==> config.mk <==
export PLATFORM = sky130hd
export DESIGN_NAME = dspsc_top
export DESIGN_NICKNAME = d
export VERILOG_FILES = /design/src/common/dspsc_pkg.sv /design/src/dspsc_top.sv
export SDC_FILE = /design/constraint.sdc
export NUM_CORES = 1
export LEC_CHECK = 0
export BUFFER_PORTS_ARGS = -buffer_cell sky130_fd_sc_hd__buf_2
export CAP_MARGIN = 25
export CORE_MARGIN = 1
export CORE_UTILIZATION = 45
export CTS_CLUSTER_SIZE = 25
export DETAILED_ROUTE_END_ITERATION = 8
export PLACE_DENSITY = 0.61
export SLEW_MARGIN = 20
export SYNTH_ARGS = -nofsm -noshare
export SYNTH_HDL_FRONTEND = slang
export SYNTH_SLANG_ARGS = --single-unit
==> constraint.sdc <==
create_clock -name i_core_clk -period 2.6 [get_ports i_core_clk]
set_input_delay 0.52 -clock i_core_clk [delete_from_list [all_inputs] [get_ports i_core_clk]]
set_output_delay 0.52 -clock i_core_clk [all_outputs]
set_load 0.01 [all_outputs]
==> src/common/dspsc_pkg.sv <==
// Purpose: Shared constants and types for the dual serial port slave config
// Assumes: 100 MHz core clock, Avalon-MM byte addresses
// Notes: Port register blocks sit at a 0x20 stride
package dspsc_pkg;
  localparam int NPORT = 2;
  localparam int CLK_NS = 10;
  localparam int TICK_US = 1000;
  localparam int TICK_CYC = TICK_US * 1000 / CLK_NS;
  // Register map
  localparam logic [6:0] OFF_ADDR = 7'h00;
  localparam logic [6:0] OFF_CTRL = 7'h04;
  localparam logic [6:0] OFF_CUSTOM = 7'h08;
  localparam logic [6:0] OFF_DELAY = 7'h0C;
  localparam logic [6:0] OFF_TMO = 7'h10;
  localparam logic [6:0] OFF_STATE = 7'h14;
  localparam logic [6:0] OFF_STATUS = 7'h40;
  localparam logic [6:0] OFF_MASK = 7'h44;
  localparam int PORT_BIT = 5;
  localparam int GLOBAL_BIT = 6;
  // Control register fields
  localparam int CTRL_POWERON = 0;
  localparam int CTRL_BAUD_LO = 1;
  localparam int CTRL_CUSTOM = 4;
  localparam int CTRL_DATA8 = 5;
  localparam int CTRL_PAR_LO = 6;
  localparam int CTRL_STOP2 = 8;
  localparam int CTRL_RTU = 9;
  // Status bits per port
  localparam int ST_ACCEPT = 0;
  localparam int ST_TIMEOUT = 1;
  // Reset values and ranges
  localparam logic [7:0] ADDR_RST = 8'h01;
  localparam logic [7:0] ADDR_MIN = 8'h01;
  localparam logic [7:0] ADDR_MAX = 8'hFE;
  localparam logic [7:0] ADDR_BCAST = 8'h00;
  localparam logic [2:0] BAUD_RST = 3'h3;
  localparam logic [1:0] PAR_NONE = 2'h0;
  localparam logic [1:0] PAR_ODD = 2'h1;
  localparam logic [1:0] PAR_EVEN = 2'h2;
  localparam logic [12:0] CUSTOM_RST = 13'h0060;
  localparam logic [12:0] CUSTOM_MIN = 13'h0001;
  localparam logic [12:0] CUSTOM_MAX = 13'h1388;
  localparam logic [11:0] DELAY_RST = 12'h000;
  localparam logic [11:0] TMO_RST = 12'h0C8;
  localparam logic [11:0] MS_MAX = 12'hBB8;
  // Standard rates in 100 bps units, 1200 to 115200
  localparam logic [12:0] RATE_TAB [8] = '{13'h000C, 13'h0018, 13'h0030, 13'h0060,
                                           13'h00C0, 13'h0180, 13'h0240, 13'h0480};

  typedef struct packed {
    logic [7:0] addr;
    logic poweron;
    logic [2:0] baud_sel;
    logic custom_en;
    logic data8;
    logic [1:0] parity;
    logic stop2;
    logic rtu;
    logic [12:0] custom;
    logic [11:0] delay;
    logic [11:0] tmo;
  } dspsc_cfg_type;

  localparam dspsc_cfg_type CFG_RST = '{ADDR_RST, 1'b0, BAUD_RST, 1'b0, 1'b0, PAR_EVEN,
                                       1'b0, 1'b0, CUSTOM_RST, DELAY_RST, TMO_RST};

  typedef struct packed {
    logic valid;
    logic [7:0] addr;
  } dspsc_frame_type;

  typedef struct packed {
    logic active;
    logic accept;
    logic reply_go;
    logic rx_timeout;
    logic [12:0] rate;
    logic data8;
    logic [1:0] parity;
    logic stop2;
    logic rtu;
  } dspsc_port_out_type;

  typedef enum logic [1:0] {ST_IDLE, ST_REPLY, ST_RESP} dspsc_state_type;
endpackage

==> src/dspsc_top.sv <==
// Purpose: Two independent serial port configurations with station filter and timers
// Assumes: Run level, frames and transaction strobes come from core-clock logic
// Notes: Registers over Avalon-MM, one wait cycle per access
//
// Functional notes
// - Two ports, fully independent settings
// - Station address 1..254, default 1
// - Station zero frame accepted as broadcast
// - Default start on stop-to-run change
// - Power-on option starts at once
// - Standard rate list, default 9600, or custom
// - Framing per port, default 7E1 ASCII
// - Reply delay 0..3000 ms before response
// - Receive timeout 0..3000 ms, default 200
//
// The register offsets and the Avalon-MM interface to the registers were left to the implementer.
module dspsc_top #(
  parameter int P_TICK_CYC = dspsc_pkg::TICK_CYC
) (
  // Clock and reset
  input wire logic i_core_clk,
  input wire logic i_rst,
  // Avalon-MM slave
  input wire logic [6:0] i_avs_address,
  input wire logic i_avs_read,
  input wire logic i_avs_write,
  input wire logic [31:0] i_avs_writedata,
  output logic [31:0] o_avs_readdata,
  output logic o_avs_waitrequest,
  // Controller run state
  input wire logic i_plc_run,
  // Per-port traffic events
  input wire dspsc_pkg::dspsc_frame_type i_rx_frame [dspsc_pkg::NPORT],
  input wire logic [dspsc_pkg::NPORT-1:0] i_req_sent,
  input wire logic [dspsc_pkg::NPORT-1:0] i_resp_got,
  // Per-port results and interrupt
  output dspsc_pkg::dspsc_port_out_type o_port [dspsc_pkg::NPORT],
  output logic o_irq
);

  localparam int NP = dspsc_pkg::NPORT;

  ////////////////////////////////////////////////////////////////////////////
  // Bus access timing

  logic wait_q, wait_d;
  logic acc, wr_en;
  logic [31:0] rdata_d;
  logic run_q;

  assign acc = (i_avs_read || i_avs_write) && !wait_q;
  assign wr_en = i_avs_write && !wait_q;

  always_comb begin
    wait_d = 1'b1;
    if ((i_avs_read || i_avs_write) && wait_q) begin
      wait_d = 1'b0;
    end
  end

  always_ff @(posedge i_core_clk) begin
    if (i_rst) begin
      wait_q <= 1'b1;
      run_q <= 1'b0;
    end else begin
      wait_q <= wait_d;
      run_q <= i_plc_run;
    end
  end

  assign o_avs_waitrequest = wait_q;

  ////////////////////////////////////////////////////////////////////////////
  // Per-port configuration and timers

  dspsc_pkg::dspsc_cfg_type cfg_q [NP];
  dspsc_pkg::dspsc_port_out_type out_q [NP];
  logic [2*NP-1:0] evt;
  logic [31:0] port_rd [NP];

  for (genvar p = 0; p < NP; p++) begin : g_port
    dspsc_pkg::dspsc_cfg_type cfg_d;
    dspsc_pkg::dspsc_port_out_type out_d;
    dspsc_pkg::dspsc_state_type st_q, st_d;
    logic [16:0] tick_q, tick_d;
    logic [11:0] ms_q, ms_d;
    logic sel, hit, adv;
    logic [6:0] off;

    assign sel = wr_en && !i_avs_address[dspsc_pkg::GLOBAL_BIT]
                 && (i_avs_address[dspsc_pkg::PORT_BIT] == 1'(p));
    assign off = {2'b00, i_avs_address[4:0]};
    assign hit = i_rx_frame[p].valid && (i_rx_frame[p].addr == dspsc_pkg::ADDR_BCAST
                 || i_rx_frame[p].addr == cfg_q[p].addr);
    assign adv = (tick_q == 17'(P_TICK_CYC - 1));

    always_comb begin
      cfg_d = cfg_q[p];
      if (sel) begin
        case (off)
          dspsc_pkg::OFF_ADDR: begin
            if (i_avs_writedata[7:0] >= dspsc_pkg::ADDR_MIN
                && i_avs_writedata[7:0] <= dspsc_pkg::ADDR_MAX) begin
              cfg_d.addr = i_avs_writedata[7:0];
            end
          end
          dspsc_pkg::OFF_CTRL: begin
            cfg_d.poweron = i_avs_writedata[dspsc_pkg::CTRL_POWERON];
            cfg_d.baud_sel = i_avs_writedata[dspsc_pkg::CTRL_BAUD_LO +: 3];
            cfg_d.custom_en = i_avs_writedata[dspsc_pkg::CTRL_CUSTOM];
            cfg_d.data8 = i_avs_writedata[dspsc_pkg::CTRL_DATA8];
            cfg_d.parity = i_avs_writedata[dspsc_pkg::CTRL_PAR_LO +: 2];
            cfg_d.stop2 = i_avs_writedata[dspsc_pkg::CTRL_STOP2];
            cfg_d.rtu = i_avs_writedata[dspsc_pkg::CTRL_RTU];
          end
          dspsc_pkg::OFF_CUSTOM: begin
            if (i_avs_writedata[12:0] >= dspsc_pkg::CUSTOM_MIN
                && i_avs_writedata[12:0] <= dspsc_pkg::CUSTOM_MAX
                && i_avs_writedata[31:13] == 19'h0_0000) begin
              cfg_d.custom = i_avs_writedata[12:0];
            end
          end
          dspsc_pkg::OFF_DELAY: begin
            if (i_avs_writedata[11:0] <= dspsc_pkg::MS_MAX
                && i_avs_writedata[31:12] == 20'h0_0000) begin
              cfg_d.delay = i_avs_writedata[11:0];
            end
          end
          dspsc_pkg::OFF_TMO: begin
            if (i_avs_writedata[11:0] <= dspsc_pkg::MS_MAX
                && i_avs_writedata[31:12] == 20'h0_0000) begin
              cfg_d.tmo = i_avs_writedata[11:0];
            end
          end
          default: begin
          end
        endcase
      end
    end

    always_comb begin
      out_d = out_q[p];
      out_d.accept = 1'b0;
      out_d.reply_go = 1'b0;
      out_d.rx_timeout = 1'b0;
      st_d = st_q;
      tick_d = adv ? 17'h0_0000 : tick_q + 17'h0_0001;
      ms_d = adv ? ms_q + 12'h001 : ms_q;
      if (cfg_q[p].poweron) begin
        out_d.active = 1'b1;
      end else if (i_plc_run && !run_q) begin
        out_d.active = 1'b1;
      end else if (!i_plc_run) begin
        out_d.active = 1'b0;
      end
      out_d.rate = cfg_q[p].custom_en ? cfg_q[p].custom
                                       : dspsc_pkg::RATE_TAB[cfg_q[p].baud_sel];
      out_d.data8 = cfg_q[p].data8;
      out_d.parity = cfg_q[p].parity;
      out_d.stop2 = cfg_q[p].stop2;
      out_d.rtu = cfg_q[p].rtu;
      case (st_q)
        dspsc_pkg::ST_IDLE: begin
          tick_d = 17'h0_0000;
          ms_d = 12'h000;
          if (out_q[p].active && hit) begin
            out_d.accept = 1'b1;
            st_d = dspsc_pkg::ST_REPLY;
          end else if (out_q[p].active && i_req_sent[p]) begin
            st_d = dspsc_pkg::ST_RESP;
          end
        end
        dspsc_pkg::ST_REPLY: begin
          if (ms_q == cfg_q[p].delay) begin
            out_d.reply_go = 1'b1;
            st_d = dspsc_pkg::ST_IDLE;
          end
        end
        dspsc_pkg::ST_RESP: begin
          if (i_resp_got[p]) begin
            st_d = dspsc_pkg::ST_IDLE;
          end else if (cfg_q[p].tmo != 12'h000 && ms_q == cfg_q[p].tmo) begin
            out_d.rx_timeout = 1'b1;
            st_d = dspsc_pkg::ST_IDLE;
          end
        end
        default: begin
          st_d = dspsc_pkg::ST_IDLE;
        end
      endcase
      if (!out_q[p].active) begin
        st_d = dspsc_pkg::ST_IDLE;
      end
    end

    always_ff @(posedge i_core_clk) begin
      if (i_rst) begin
        cfg_q[p] <= dspsc_pkg::CFG_RST;
        out_q[p] <= '0;
        st_q <= dspsc_pkg::ST_IDLE;
        tick_q <= 17'h0_0000;
        ms_q <= 12'h000;
      end else begin
        cfg_q[p] <= cfg_d;
        out_q[p] <= out_d;
        st_q <= st_d;
        tick_q <= tick_d;
        ms_q <= ms_d;
      end
    end

    assign evt[2*p+dspsc_pkg::ST_ACCEPT] = out_d.accept;
    assign evt[2*p+dspsc_pkg::ST_TIMEOUT] = out_d.rx_timeout;
    assign o_port[p] = out_q[p];
    assign port_rd[p] = (off == dspsc_pkg::OFF_ADDR) ? {24'h00_0000, cfg_q[p].addr} :
      (off == dspsc_pkg::OFF_CTRL) ? {22'h00_0000, cfg_q[p].rtu, cfg_q[p].stop2,
        cfg_q[p].parity, cfg_q[p].data8, cfg_q[p].custom_en, cfg_q[p].baud_sel,
        cfg_q[p].poweron} :
      (off == dspsc_pkg::OFF_CUSTOM) ? {19'h0_0000, cfg_q[p].custom} :
      (off == dspsc_pkg::OFF_DELAY) ? {20'h0_0000, cfg_q[p].delay} :
      (off == dspsc_pkg::OFF_TMO) ? {20'h0_0000, cfg_q[p].tmo} :
      (off == dspsc_pkg::OFF_STATE) ? {29'h0000_0000, st_q, out_q[p].active} : 32'h0000_0000;

  end

  ////////////////////////////////////////////////////////////////////////////
  // Interrupt status, mask and read data

  logic [2*NP-1:0] status_q, status_d, mask_q, mask_d;
  logic irq_q, irq_d;
  logic [31:0] rdata_q;

  always_comb begin
    status_d = status_q;
    mask_d = mask_q;
    if (wr_en && i_avs_address == dspsc_pkg::OFF_STATUS) begin
      status_d = status_q & ~i_avs_writedata[2*NP-1:0];
    end
    if (wr_en && i_avs_address == dspsc_pkg::OFF_MASK) begin
      mask_d = i_avs_writedata[2*NP-1:0];
    end
    // Events win over a same-cycle clear
    status_d = status_d | evt;
    irq_d = |(status_d & mask_d);
    rdata_d = 32'h0000_0000;
    if (i_avs_read && wait_q) begin
      if (!i_avs_address[dspsc_pkg::GLOBAL_BIT]) begin
        rdata_d = port_rd[i_avs_address[dspsc_pkg::PORT_BIT]];
      end else if (i_avs_address == dspsc_pkg::OFF_STATUS) begin
        rdata_d = {28'h000_0000, status_q};
      end else if (i_avs_address == dspsc_pkg::OFF_MASK) begin
        rdata_d = {28'h000_0000, mask_q};
      end
    end else if (acc) begin
      rdata_d = rdata_q;
    end
  end

  always_ff @(posedge i_core_clk) begin
    if (i_rst) begin
      status_q <= '0;
      mask_q <= '0;
      irq_q <= 1'b0;
      rdata_q <= 32'h0000_0000;
    end else begin
      status_q <= status_d;
      mask_q <= mask_d;
      irq_q <= irq_d;
      rdata_q <= rdata_d;
    end
  end

  assign o_irq = irq_q;
  assign o_avs_readdata = rdata_q;
endmodule

==> results of run 1 <==
## final cells by class
cell class                 instances  area (um^2)  area share (%)
clock buffer                      37          763            5.77
tap                              324          405            3.06
clock inverter                    12          143            1.08
timing repair buffer             175         1070            8.07
multi-input combinational        928         6000            45.3
sequential                       240         4800            36.3
inverter                          15         56.3           0.425
## routing by layer
metal | up-vias | track usage [%] | part of all wire (%)
met5 | - | 0 | 0
met4 | 0 | 9.39 | 3.2
met3 | 63 | 3.69 | 7.2
met2 | 379 | 40.1 | 44
met1 | 4563 | 35.9 | 45
li1 | 4637 | - | -
## flip-flops by register name, summed over array words and instances (netlist names)
name and flops:
o_avs_waitrequest 1, g_port.st_q 4, cfg_q 110, o_avs_readdata 13
run_q 1, mask_q 4, out_q 44, g_port.ms_q 24
status_q 4, o_irq 1, g_port.tick_q 34
## worst max path at each step
stage                                    from                 end  slack [ns]  cells past startpoint
final                     g_port[0].tick_q[0]   g_port[0].ms_q[8]        0.48                      7
after global routing      g_port[0].tick_q[0]  g_port[0].ms_q[11]        0.26                      7
after CTS                 g_port[0].tick_q[0]  g_port[0].ms_q[11]        0.48                      7
after detailed placement     i_avs_address[1]               o_irq        0.02                      9
after global placement       i_avs_address[1]               o_irq        0.03                      9
after floorplan           i_avs_writedata[13]         cfg_q[0][7]        0.35                      5
## logic make-up (layout without fill, tap and decap cells)
family | count (synthesis) | in the layout
AO/OA/AOI/OAI | 176 | 176
XOR/XNOR | 112 | 112
adder cells (fa/ha/maj) | 14 | 14
buffers and inverters | 114 | 239
flip-flops | 240 | 240
multiplexers | 114 | 114
other | 1 | 19
AND/OR/NAND/NOR | 493 | 493
## power by group through the flow
stage | Combinational (W) | Sequential, W | Clock (W)
6_report | 0.000416 | 0.00370 | 0.00386
5_1_grt | 0.000440 | 0.00370 | 0.00410
4_1_cts | 0.000407 | 0.00370 | 0.00392
3_5_place_dp | 0.000406 | 0.00378 | 0
3_3_place_gp | 0.000403 | 0.00378 | 0
2_1_floorplan | 0.000227 | 0.00378 | 0
## worst reg2reg max path: stages, from the launching register on
cell,delay [ns]
dfxtp_1,0.38
ha_1,0.22
and4_1,0.28
nand2_1,0.16
nor3_1,0.56
nand4_1,0.19
xor2_1,0.16
nor2_1,0.05
## through the flow
| step | hold WS [ns] | instances | utilization, % |
|---|---|---|---|
| 3_3_place_gp | 0.430 | 1682 | 50.6 |
| 2_1_floorplan | 0.418 | 1282 | - |
| 6_report | 0.223 | 1731 | 54.3 |
| 3_5_place_dp | 0.442 | 1682 | 50.6 |
| 5_1_grt | 0.235 | 1731 | 54.3 |
| 4_1_cts | 0.218 | 1731 | 54.3 |
## cell usage after synthesis, drive strengths merged (3+ instances only)
cell type	count	area, um^2
a211o	14	123
a21boi	3	22.5
a21oi	43	215
a221o	4	40.0
a221oi	3	26.3
a222oi	5	50.1
a22o	4	35.0
a22oi	29	218
a31oi	3	18.8
a32oi	4	35.0
and2	14	87.6
and3	14	87.6
and4	4	35.0
buf	37	230
clkbuf	62	233
dfxtp	240	4800
ha	14	175
inv	15	56.3
mux2	6	67.6
mux2i	106	1060
nand2	84	320
nand2b	6	37.5
nand3	36	180
nand3b	4	30.0
nand4	29	196
nor2	209	787
nor2b	20	125
nor3	25	135
nor3b	3	32.5
nor4	25	156
nor4b	6	73.8
o211ai	3	22.5
o21ai	33	165
o22ai	5	31.3
o2bb2ai	5	43.8
or2	4	25.0
or3	5	31.3
xnor2	72	631
xor2	40	350
==> results by group, run 1 <==
Outcome
  – Status: complete, no violations

Setup path
  – Worst Setup Start Kind: flop
  – Slowest cell delay on critical path: 0.56 ns
  – CP arrival: ~2.6 ns
  – Data required time of the critical path: about 3.0 ns
  – CP Max Fanout: 6
  – Worst R2R Path Depth: 7
  – WS Path Type: reg -> reg
  – Worst R2R Start: g_port[0].tick_q[0]
  – Top cell family by delay on the critical path: simple AND/OR/NAND/NOR gates
  – Slowest-stage cell, CP: nor3_1
  – Buf/Inv on CP: 0
  – Critical Path End Type: flop
  – Reg-to-reg endpoint: g_port[0].ms_q[8]
  – Cells along the critical path: ha_1 > and4_1 > nand2_1 > nor3_1 > nand4_1 > xor2_1 > nor2_1
  – R2R setup slack: 0.48 ns

Die
  – Die Area: 25,600 um^2
  – Core area: 24,400 um^2
  – FP Rows: 57
  – Die height: between 150 and 200 um
  – Top-Level Pins: ~140
  – Initial core utilization: between 40 and 50%
  – Die X: about 160 um

Power
  – Reg power frac: a little under half
  – VDD IR max: ~450 uV
  – Net Switching: approximately 0.0018 W
  – Power Density: 602 nW/um^2
  – Internal power: around 0.006 W
  – Sw Ratio: 22.7%
  – Clk pwr share: a little under 50%
  – Total Power: around 0.008 W
  – Combinational share of power: under 10%
  – LEAKAGE: roughly 5.4 nW

Logic synthesis
  – Post-synth EDFFs: 0
  – Largest family of logic cells by synthesized area: simple AND/OR/NAND/NOR gates
  – Sequential share of the synthesized area: between 40 and 50%
  – Top FF cell, synth: dfxtp_1
  – Area fraction in compound gates after synthesis: 10.7%
  – YS warnings: 0
  – Avg Cell Area, Syn: 8.90 um^2
  – Post-synth cell types: 65
  – Ys async rst share: 0%
  – Synth Register Bits: 240
  – Synthesized area: ~11,000 um^2
  – Post-Synth XOR/XNOR Area: 8.72%
  – Synth Area in Adders: ~1.6%
  – Syn Inst Count: approximately 1,300
  – Post-synthesis simple-gate area fraction: between 20% and 30%
  – Mux cell area share after synthesis: a little over a tenth

Placed design
  – Post-Place Worst Slack: approximately 0.02 ns
  – Number of buffers added on ports: 124
  – Placed cell area: ~12,000 um^2
  – Final Wtd Congestion: just under 1
  – Dpl hpwl: around 25 mm

Clock network
  – Clk sinks: 240
  – H-tree lvl count: 1
  – Reg clk slew, reported paths: about 0.060 ns
  – Clock latency on the worst-skew pair: roughly 0.54 ns
  – Num CTS Buffers: 27
  – Root Buffer: clkbuf_16
  – Post-cts hold buffer count: 0
  – CTS resizes: 0
  – CTS max path bufs: 3
  – Post CTS Setup Buffer Count: 0
  – TritonCTS clock tree: built

Cells and area
  – Final #Nets: around 1,500
  – Final instance area: roughly 13,000 um^2
  – Commonest non-fill, non-tap cell in the layout: dfxtp_1
  – Most frequent cells in the layout: dfxtp_1 (240), nor2_1 (208), buf_2 (123)
  – Filler Cell Count: 2,276
  – Share of cells above drive strength 1: approximately 17%
  – Antenna cells: 0
  – Area grow syn2layout: 17.6%

Global route
  – Number of global-route vias before repair: roughly 9,000
  – Largest net degree at the start of global routing: 75
  – Total Routing Usage GR: about a quarter
  – Grt total ovfl: 0
  – Antenna violations before repair: 0
  – First-pass GRT wire length: between 50 and 60 mm

Route
  – First-iteration detailed-routing DRC count: 752
  – Routed via count: between 9,000 and 10,000
  – Remaining DRCs: 0
  – Antenna-violating nets left: 0
  – Total Routed Length: around 33 mm
  – Vias per cell: 5.57
  – Router iterations before antenna repair: 7
  – Wire per inst: about 19 um

Timing
  – Skew final: 0.0109 ns
  – Final Slew Violations: 0
  – RSZ-0062 raised after global routing: false
  – Final Cycle Share: about four fifths
  – Tmin final: 2.12 ns
  – Fmax: approximately 470 MHz
  – Setup slack after layout: roughly 0.48 ns
  – Setup TNS Final: 0 ns
  – Final hold vios: 0
  – Slew of the pin with the lowest slew margin: 0.679 ns
  – Max-slew headroom: a little over half
  – Endpoints failing setup: 0

Flow run
  – Max Cap Violations: 0

Min path
  – HP Start: i_avs_read
  – Cells on Worst Hold Path: 2
  – Worst hold path class: in -> reg
  – Worst Hold Endpoint: o_avs_waitrequest
No activity file was read; power rests on OpenSTA's default activity.
==> inputs of run 2 (changes only) <==
- PLACE_DENSITY: 0.61 -> 0.63
- clock period: 2.6 -> 1.7 ns (I/O delays scaled with it)
==> results by group, run 2 (synthesized netlist as in run 1, its figures left out) <==
Clock network
  – Post-cts hold buffer count: 0
  – H-tree lvl count: 1
  – Reg clk slew, reported paths: around 0.06 ns
  – Clock latency on the worst-skew pair: 0.53 ns
  – CTS max path bufs: 3
  – Clk sinks: 240
  – Num CTS Buffers: 27
  – TritonCTS clock tree: built
  – Root Buffer: clkbuf_16

Power
  – Internal power: 0.00939 W
  – Net Switching: 0.00285 W
  – Combinational share of power: between 6 and 7%
  – Reg power frac: about 46%
  – LEAKAGE: 6.47 nW
  – Sw Ratio: between 20% and 30%
  – Total Power: 0.0122 W
  – Power Density: 811 nW/um^2
  – VDD IR max: 649 uV
  – Clk pwr share: a little under half

Route
  – Wire length on met1: between 15 and 20 mm
  – Highest Signal Layer: met4
  – First-iteration detailed-routing DRC count: about 800
  – Router iterations before antenna repair: 7
  – Met3 Wirelength: 2.34 mm
  – WL met2: 16.0 mm
  – Remaining DRCs: 0
  – Antenna-violating nets left: 0
  – Vias per cell: 5.42
  – Wire per inst: approximately 19 um
  – Total Routed Length: roughly 35 mm
  – Routed via count: between 10,000 and 15,000

Timing
  – Tmin final: between 2 and 2.5 ns
  – Final Cycle Share: 119%
  – Max-slew headroom: just over 60%
  – Slew of the pin with the lowest slew margin: between 0.5 and 0.6 ns
  – Skew final: 0.00779 ns
  – Endpoints failing setup: 28
  – RSZ-0062 raised after global routing: true
  – Final hold vios: 0
  – Fmax: a little under 500 MHz
  – Final Slew Violations: 0
  – Setup slack after layout: -0.322 ns
  – Setup TNS Final: -7.49 ns

Setup path
  – Data required time of the critical path: 2.16 ns
  – Slowest-stage cell, CP: nor4b_4
  – WS Path Type: reg -> reg
  – WP depth: 7
  – CP Max Fanout: 5
  – Worst R2R Start: g_port[1].tick_q[1]
  – Buf/Inv on CP: 0
  – R2R setup slack: -0.32 ns
  – Worst Setup SP: g_port[1].tick_q[1]
  – Worst Setup Start Kind: flop
  – Reg-to-reg endpoint: g_port[1].ms_q[9]
  – CP Capture Point: g_port[1].ms_q[9]
  – Worst R2R Path Depth: 7
  – Top cell family by delay on the critical path: simple AND/OR/NAND/NOR gates
  – Cells along the critical path: ha_4 > and4_4 > nand4_1 > nor4b_4 > nand4_4 > or3_1 > a21oi_1
  – CP arrival: roughly 2.5 ns
  – Critical Path End Type: flop
  – Slowest cell delay on critical path: 0.44 ns

Placed design
  – Placed cell area: around 14,000 um^2
  – Placed Cells: about 1,800
  – Final Wtd Congestion: approximately 0.92
  – Number of buffers added on ports: 124
  – Dpl hpwl: around 26 mm

Global route
  – Largest net degree at the start of global routing: between 50 and 60
  – Total Routing Usage GR: a little over a quarter
  – Number of global-route vias before repair: around 9,900
  – Grt total ovfl: 0
  – First-pass GRT wire length: 54.2 mm
  – Antenna violations before repair: 0

Die
  – Die Area: ~26,000 um^2
  – Die height: 160 um
  – Core area: roughly 24,000 um^2
  – Top-Level Pins: between 100 and 150
  – FP Rows: between 50 and 60
  – Initial core utilization: a little under half
  – Die X: roughly 160 um

Min path
  – Worst hold path class: in -> reg

Flow run
  – Max Cap Violations: 0

Cells and area
  – Most frequent cells in the layout: dfxtp_1 (221), buf_4 (194), nor2_1 (191)
  – Antenna cells: 0
  – Filler Cell Count: between 2,000 and 2,500
  – Reg with most FFs: cfg_q
  – Final #Nets: between 1,500 and 2,000
  – Share of cells above drive strength 1: 30.6%
  – Final design utilization: approximately three fifths
  – Commonest non-fill, non-tap cell in the layout: dfxtp_1
  – Top flop regs: cfg_q: 110 flops, out_q: 44 flops, g_port.tick_q: 34 flops
  – Area grow syn2layout: 34.1%
  – Final instance area: between 15,000 and 20,000 um^2
  – Max reg flops: 110
  – Final Non-Filler Cells: about 1,900

Outcome
  – Status: finished with violations
  – Failing checks: negative setup slack
-- run 2: cell types whose count changed in the layout (fill, tap and decap cells not counted), moves of 10 or more --
cell     delta
buf_4     +147
nor2_1     -17
dfxtp_1    -19
dfxtp_2    +19
buf_12     +10
nor2_4     +11
-- run 2: worst min path at each step --
stage | startpoint | to | slack [ns] | cells past startpoint
floorplan | g_port[1].tick_q[0] | g_port[1].tick_q[0] | 0.42 | 1
global placement | cfg_q[0][38] | cfg_q[0][38] | 0.46 | 2
detailed placement | o_avs_readdata[6] | o_avs_readdata[6] | 0.47 | 1
CTS | i_avs_read | o_avs_waitrequest | 0.03 | 2
global route | i_avs_read | o_avs_waitrequest | 0.05 | 2
finish | i_avs_read | o_avs_waitrequest | 0.05 | 2
-- run 2: metrics by stage --
stage	hold WS (ns)	setup slack [ns]
after floorplan	0.419	-0.337
after global placement	0.462	-0.479
after detailed placement	0.468	-0.507
after CTS	0.0346	-0.228
after global routing	0.0518	-0.385
final	0.0537	-0.322
-- run 2: layout make-up --
cell class,instances,area (um^2),share of cell area (%)
multi-input cells,929,6480,42.9
flip-flops and latches,240,4830,32.0
repair buffers,337,2440,16.2
well taps,324,405,2.69
inverters,15,56.3,0.373
clock buffers,36,759,5.03
clock inverters,13,121,0.804
-- run 2: worst reg2reg max path, delay by kind of cell, from the launching register on --
family / cells / cell delay (ns)
fa+ha+maj: 1 / 0.14
flops: 1 / 0.35
simple gates: 5 / 1.34
compound gates: 1 / 0.14
-- run 2: routing by layer --
metal / up-vias / global-route usage, %
li1: 4975 / -
met1: 4864 / 35.6
met2: 332 / 42.9
met3: 86 / 5.35
met4: 0 / 11.0
met5: - / 0
-- run 2: power by group through the flow --
stage / logic [W] / registers (W) / clock network (W)
2_1_floorplan: 0.000381 / 0.00579 / 0
3_3_place_gp: 0.000780 / 0.00578 / 0
3_5_place_dp: 0.000784 / 0.00578 / 0
4_1_cts: 0.000787 / 0.00565 / 0.00584
5_1_grt: 0.000862 / 0.00565 / 0.00609
6_report: 0.000820 / 0.00565 / 0.00576
-- run 2: what timing repair did --
| action | 4_1_cts | 5_1_grt |
|---|---|---|
| endpoints found under the setup margin | 49 | 61 |
| cloned | 1 | 1 |
| resized for setup | 12 | 71 |
| pin swaps | 5 | 37 |
| buffers inserted | 4 | 4 |
